### config.mk
export PLATFORM = sky130hd
export DESIGN_NAME = aof_top
export DESIGN_NICKNAME = d
export VERILOG_FILES = /design/src/aof_pkg.sv /design/src/aof_top.sv
export SDC_FILE = /design/constraint.sdc
export NUM_CORES = 1
export LEC_CHECK = 0
export ABC_AREA = 1
export BUFFER_PORTS_ARGS = -buffer_cell sky130_fd_sc_hd__buf_2
export CAP_MARGIN = 25
export CORE_MARGIN = 5
export CORE_UTILIZATION = 55
export CTS_CLUSTER_SIZE = 20
export DETAILED_ROUTE_END_ITERATION = 10
export PLACE_DENSITY = 0.84
export SYNTH_ARGS = -nofsm -noshare
export SYNTH_HDL_FRONTEND = slang
export SYNTH_SLANG_ARGS = --single-unit
### constraint.sdc
create_clock -name CLK -period 3.8 [get_ports CLK]
set_input_delay 0.76 -clock CLK [delete_from_list [all_inputs] [get_ports CLK]]
set_output_delay 0.76 -clock CLK [all_outputs]
set_load 0.01 [all_outputs]
### src/aof_pkg.sv
// Constants for the output format configuration bank.
// Assumes one sample clock domain and a register port driven on the same clock.
// Summary of operation
// - Format 00 offset binary, 01 two's complement; invert.
// - Phase code times 60 degrees, reset 0x03.
// - Phase codes 1011 to 1111 give 660 degrees.
// - Pattern low byte register, reset zero.
// - Pattern high byte register; both form sixteen bits.
// - Test pattern follows format and invert settings.
package aof_pkg;
  localparam logic [7:0] AOF_ADDR_FORMAT = 8'h14;
  localparam logic [7:0] AOF_ADDR_DRIVER = 8'h15;
  localparam logic [7:0] AOF_ADDR_PHASE = 8'h16;
  localparam logic [7:0] AOF_ADDR_PAT_LO = 8'h19;
  localparam logic [7:0] AOF_ADDR_PAT_HI = 8'h1A;

  localparam logic [7:0] AOF_RST_FORMAT = 8'h00;
  localparam logic [7:0] AOF_RST_DRIVER = 8'h00;
  localparam logic [3:0] AOF_RST_PHASE = 4'h3;
  localparam logic [7:0] AOF_RST_PAT = 8'h00;

  // Bits kept in each register; the rest read as zero
  localparam logic [7:0] AOF_MASK_FORMAT = 8'h47;
  localparam logic [7:0] AOF_MASK_DRIVER = 8'h30;
  localparam logic [7:0] AOF_MASK_PHASE = 8'h0F;

  localparam int AOF_FMT_LSB = 0;
  localparam int AOF_INV_BIT = 2;
  localparam logic [1:0] AOF_FMT_OFFSET = 2'h0;
  localparam logic [1:0] AOF_FMT_TWOS = 2'h1;

  localparam logic [3:0] AOF_PHASE_LAST = 4'hA;
  localparam logic [3:0] AOF_PHASE_SAT = 4'hB;
  localparam logic [3:0] AOF_PHASE_STEPS = 4'hC;
  localparam logic [3:0] AOF_PHASE_HALF = 4'h6;
  localparam int AOF_DEG_PER_STEP = 60;
endpackage

### src/aof_top.sv
// Output format configuration bank with formatter and output clock phaser.
// Assumes the register port and sample inputs come from logic on CLK.
`timescale 1ns/1ps
`default_nettype none
module aof_top #(
  parameter int DATA_W = 10
) (
  input wire logic CLK,
  input wire logic SYS_RST,
  input wire logic REG_WR,
  input wire logic REG_RD,
  input wire logic [7:0] REG_ADDR,
  input wire logic [7:0] REG_WDATA,
  output logic [7:0] REG_RDATA,
  input wire logic [DATA_W-1:0] SAMPLE_IN,
  input wire logic SAMPLE_VALID,
  input wire logic PATTERN_ENABLE,
  output logic [DATA_W-1:0] DATA_OUT,
  output logic DATA_VALID,
  output logic BIT_CAPTURE_CLOCK_OUT,
  output logic [3:0] PHASE_STEP
);
  import aof_pkg::*;

  logic [7:0] format_ff, nxt_format;
  logic [7:0] driver_ff, nxt_driver;
  logic [3:0] phase_ff, nxt_phase;
  logic [7:0] pat_lo_ff, nxt_pat_lo;
  logic [7:0] pat_hi_ff, nxt_pat_hi;
  logic [7:0] rdata_ff, nxt_rdata;
  logic [DATA_W-1:0] dout_ff, nxt_dout;
  logic dval_ff, nxt_dval;
  logic [3:0] cnt_ff, nxt_cnt;
  logic [3:0] step_ff, nxt_step;
  logic clk_out_ff, nxt_clk_out;
  logic [15:0] pattern;
  logic [3:0] rel;

  assign pattern = {pat_hi_ff, pat_lo_ff};

  // Other format codes fall back to offset binary
  function automatic logic [DATA_W-1:0] fmt_word(input logic [DATA_W-1:0] w,
                                                 input logic [1:0] sel,
                                                 input logic inv);
    logic [DATA_W-1:0] r;
    r = w;
    if (sel == AOF_FMT_TWOS) begin
      r[DATA_W-1] = ~w[DATA_W-1];
    end
    if (inv) begin
      r = ~r;
    end
    return r;
  endfunction

  function automatic logic [3:0] eff_step(input logic [3:0] code);
    return (code > AOF_PHASE_LAST) ? AOF_PHASE_SAT : code;
  endfunction

  // Register file
  always_comb begin
    nxt_format = format_ff;
    nxt_driver = driver_ff;
    nxt_phase = phase_ff;
    nxt_pat_lo = pat_lo_ff;
    nxt_pat_hi = pat_hi_ff;
    nxt_rdata = rdata_ff;
    if (REG_WR) begin
      unique case (REG_ADDR)
        AOF_ADDR_FORMAT: nxt_format = REG_WDATA & AOF_MASK_FORMAT;
        AOF_ADDR_DRIVER: nxt_driver = REG_WDATA & AOF_MASK_DRIVER;
        AOF_ADDR_PHASE: nxt_phase = REG_WDATA[3:0];
        AOF_ADDR_PAT_LO: nxt_pat_lo = REG_WDATA;
        AOF_ADDR_PAT_HI: nxt_pat_hi = REG_WDATA;
        default: nxt_format = format_ff;
      endcase
    end
    if (REG_RD) begin
      unique case (REG_ADDR)
        AOF_ADDR_FORMAT: nxt_rdata = format_ff;
        AOF_ADDR_DRIVER: nxt_rdata = driver_ff;
        AOF_ADDR_PHASE: nxt_rdata = {4'h0, phase_ff};
        AOF_ADDR_PAT_LO: nxt_rdata = pat_lo_ff;
        AOF_ADDR_PAT_HI: nxt_rdata = pat_hi_ff;
        default: nxt_rdata = 8'h00;
      endcase
    end
  end

  always_ff @(posedge CLK or posedge SYS_RST) begin
    if (SYS_RST) begin
      format_ff <= AOF_RST_FORMAT;
      driver_ff <= AOF_RST_DRIVER;
      phase_ff <= AOF_RST_PHASE;
      pat_lo_ff <= AOF_RST_PAT;
      pat_hi_ff <= AOF_RST_PAT;
      rdata_ff <= 8'h00;
    end else begin
      format_ff <= nxt_format;
      driver_ff <= nxt_driver;
      phase_ff <= nxt_phase;
      pat_lo_ff <= nxt_pat_lo;
      pat_hi_ff <= nxt_pat_hi;
      rdata_ff <= nxt_rdata;
    end
  end

  // Data path never looks at the phase setting
  always_comb begin
    nxt_dval = SAMPLE_VALID;
    nxt_dout = dout_ff;
    if (SAMPLE_VALID) begin
      // Pattern is left-justified: its top bits feed a narrower word
      nxt_dout = fmt_word(PATTERN_ENABLE ? pattern[15 -: DATA_W] : SAMPLE_IN,
                          format_ff[AOF_FMT_LSB +: 2], format_ff[AOF_INV_BIT]);
    end
  end

  always_ff @(posedge CLK or posedge SYS_RST) begin
    if (SYS_RST) begin
      dout_ff <= '0;
      dval_ff <= 1'b0;
    end else begin
      dout_ff <= nxt_dout;
      dval_ff <= nxt_dval;
    end
  end

  // Twelve-step divider; each step is one 60 degree slot
  always_comb begin
    nxt_cnt = (cnt_ff == AOF_PHASE_STEPS - 4'h1) ? 4'h0 : cnt_ff + 4'h1;
    nxt_step = eff_step(phase_ff);
    rel = (cnt_ff >= step_ff) ? cnt_ff - step_ff : cnt_ff + AOF_PHASE_STEPS - step_ff;
    nxt_clk_out = (rel < AOF_PHASE_HALF);
  end

  always_ff @(posedge CLK or posedge SYS_RST) begin
    if (SYS_RST) begin
      cnt_ff <= 4'h0;
      step_ff <= AOF_RST_PHASE;
      clk_out_ff <= 1'b0;
    end else begin
      cnt_ff <= nxt_cnt;
      step_ff <= nxt_step;
      clk_out_ff <= nxt_clk_out;
    end
  end

  assign REG_RDATA = rdata_ff;
  assign DATA_OUT = dout_ff;
  assign DATA_VALID = dval_ff;
  assign BIT_CAPTURE_CLOCK_OUT = clk_out_ff;
  assign PHASE_STEP = step_ff;
endmodule
`default_nettype wire

==> flow_metrics.tcl <==
set metrics [dict create \
    layout_common_cells "nand2_1 (84), buf_2 (55), dfrtp_1 (50)" \
    multi_input_area_sq_um 1232 \
    status "completed" \
    worstSetupStartpointType "flop" \
    cts.sinks 54 \
    pwr_density_cell_nw_per_um2 350.3 \
    synth_seq_area_share_pct 48.05 \
    syn-num-nets 373 \
    drc 0 \
    maxCapViolations 0 \
    n_antenna_cell 0 \
    vdd.ir_drop.worst_mv 0.2148 \
    htreeDepth 2 \
    synth_area_per_cell_sq_um 8.554 \
    slowest_delay_ps 540 \
    cts_tree "yes" \
    worst_slew_pin_slew_ps 490.1 \
    drv_slew 0 \
    synth_top_area_share_pct 44.33 \
    slowest_stage "dfstp_2" \
    synth.largest_area_cell "dfrtp_1" \
    timing.hold.ws_ps 472.6 \
    pwr-share-clk_pct 32.5 \
    netlist_instances 330 \
    wirelength_mm 6.018 \
    swShare_pct 25.04 \
    core_sq_um 5042 \
    worstPathCellList "inv_1, ha_1, fa_1, inv_1, ha_1, a21oi_1, xor2_1, nand2_1, nand2_1, nor2_1" \
    netlist-cell-type-count 29 \
    finalCriticalPeriod_ps 2169 \
    rsz0062_at_grt "no" \
    place_area_sq_um 3141 \
    hpwl_mm 4.692 \
    required_ps 4000 \
    grt_max_degree 33 \
    yosys_register_bits 54 \
    drt_iter0_drc 172 \
    min_path_type "in2async" \
    cts_buffers 5 \
    grt_pass1_vias 2228 \
    cp.arrival_ps 2370 \
    portBuffers 55 \
    area_growth_pct 15.12 \
    dr_total_vias 2295 \
    grt-ovfl-total 0 \
    seqPwrFrac_pct 54.6 \
    wl_per_cell_microns 13.28 \
    synth-edff-count 0 \
    grt_pass1_wl_mm 10.09 \
    fin_util_pct 64.44 \
    fin_skew_ps 3.338 \
    finalCritPeriodShare_pct 57.07 \
    p_sw_mw 0.2850 \
    final_common_cell "nand2_1" \
    synth_warnings 0 \
    regArea_sq_um 1356 \
    die_x_microns 81.64 \
    rows 26 \
    die_area_sq_um 6665 \
    root_buffer "clkbuf_8" \
    path_class "reg2reg" \
    die_h_microns 81.64 \
    cp-end-kind "flop" \
    routabilityCongestion 0.8182 \
    max_freq_ghz 0.4611 \
    comb_power_share_pct 12.9 \
    clock_path_buffers 2 \
    p_leak_nw 1.693 \
    relSlewSlack_pct 67.28 \
    clk_pin_slew_ps 90 \
    hold_viol 0 \
    fin_area_sq_um 3249 \
    setup_viol 0 \
    layout.nets 425 \
    synthesis.area_sq_um 2823 \
    n_fill_cell 433 \
    io_pins 56 \
    p_int_mw 0.8533 \
    synth_area_leaders "dfrtp_1 (44%), nand2_1 (11%), inv_1 (5.6%)" \
    vias_per_cell 5.066 \
    ant_nets 0 \
    post_cts_resized 0 \
    postSynth.asyncResetShare_pct 100.0 \
    final_layout_size_suffix_gt1_share_pct 23.24 \
    start_util_pct 55.98 \
    finalSetupTns_ps 0 \
    clock_latency_ps 300 \
    cp_max_fo 3 \
    synthFlopType "dfrtp_1" \
    firstDrtPassIters 5 \
    cts_setup_buffers 0 \
    hold_buffers 0 \
    antenna_found_initial 0 \
    grtUsageTotal_pct 19.55 \
]
[critical path: cells and delay by family (launching register included)]
| family | cells | cell delay (ps) |
|---|---|---|
| xor gates and xnor gates | 1 | 180 |
| adders and majority gates | 3 | 880 |
| buffers and inverters | 2 | 130 |
| and+or+nand+nor | 3 | 170 |
| AOI/OAI and AO/OA | 1 | 170 |
| DFF | 1 | 540 |
[sequential cells by signal (all words and copies together), names as in the netlist]
register / count
driver_ff: 2
format_ff: 4
PHASE_STEP: 4
pat_hi_ff: 8
pat_lo_ff: 8
cnt_ff: 4
DATA_OUT: 10
BIT_CAPTURE_CLOCK_OUT: 1
phase_ff: 4
DATA_VALID: 1
REG_RDATA: 8
[stage by stage]
stage	instances	power [mW]	setup WS, ps
floorplan	330	0.7236	1732
global placement	444	0.7715	1784
detailed placement	445	0.7806	1660
CTS	453	1.151	1643
global route	453	1.198	1522
finish	453	1.138	1631
[worst paths after layout]
path | from | end | slack (ps) | depth (start not counted)
setup reg to reg | PHASE_STEP[1] | BIT_CAPTURE_CLOCK_OUT | 1630 | 10
hold / removal | SYS_RST | BIT_CAPTURE_CLOCK_OUT | 470 | 2
min in group CLK | phase_ff[3] | PHASE_STEP[3] | 480 | 0
hold reg to reg | phase_ff[3] | PHASE_STEP[3] | 480 | 0
setup / recovery | PHASE_STEP[1] | BIT_CAPTURE_CLOCK_OUT | 1630 | 10
max in group asynchronous | SYS_RST | format_ff[0] | 2790 | 3
[power groups by stage]
stage	sequential [mW]	combinational (mW)	clock, mW
2_1_floorplan	0.636	0.0878	0
3_3_place_gp	0.632	0.139	0
3_5_place_dp	0.633	0.148	0
4_1_cts	0.622	0.149	0.381
5_1_grt	0.625	0.167	0.406
6_report	0.622	0.147	0.370
[layout make-up]
| cell class | instances | area share, % |
|---|---|---|
| inverter | 45 | 5.198 |
| tap | 70 | 2.695 |
| sequential | 54 | 41.74 |
| clock buffer | 5 | 2.118 |
| clock inverter | 3 | 1.232 |
| multi-input combinational | 220 | 37.93 |
| timing repair buffer | 56 | 9.087 |
[cells in the mapped netlist (all sizes together) (3+ instances only)]
library cell	instances
nand2	90
buf	7
dfstp	4
ha	9
inv	45
nand4	4
nor2	11
clkbuf	4
dfrtp	50
o211ai	3
nand3	31
o21ai	51
xor2	14
[cells by family (layout without fill, tap and decap cells)]
group / after synthesis / count (layout) / share of synthesized area (%)
fa+ha+maj: 11 / 11 / 5.408
compound gates: 57 / 57 / 10.99
flops: 54 / 54 / 48.05
xor+xnor: 15 / 15 / 4.654
simple gates: 137 / 137 / 22.61
buf+inv: 56 / 109 / 8.289
[routing by layer]
layer	vias to the layer above	GRT usage, %	part of all wire, %	wire (microns)
met4	0	6.312	1.6	97
met2	55	34.61	54	3279
met5	-	0	0	0
li1	1152	-	-	-
met1	1077	24.45	40	2403
met3	11	3.070	3.9	237
(Power assumes the default switching activity.)
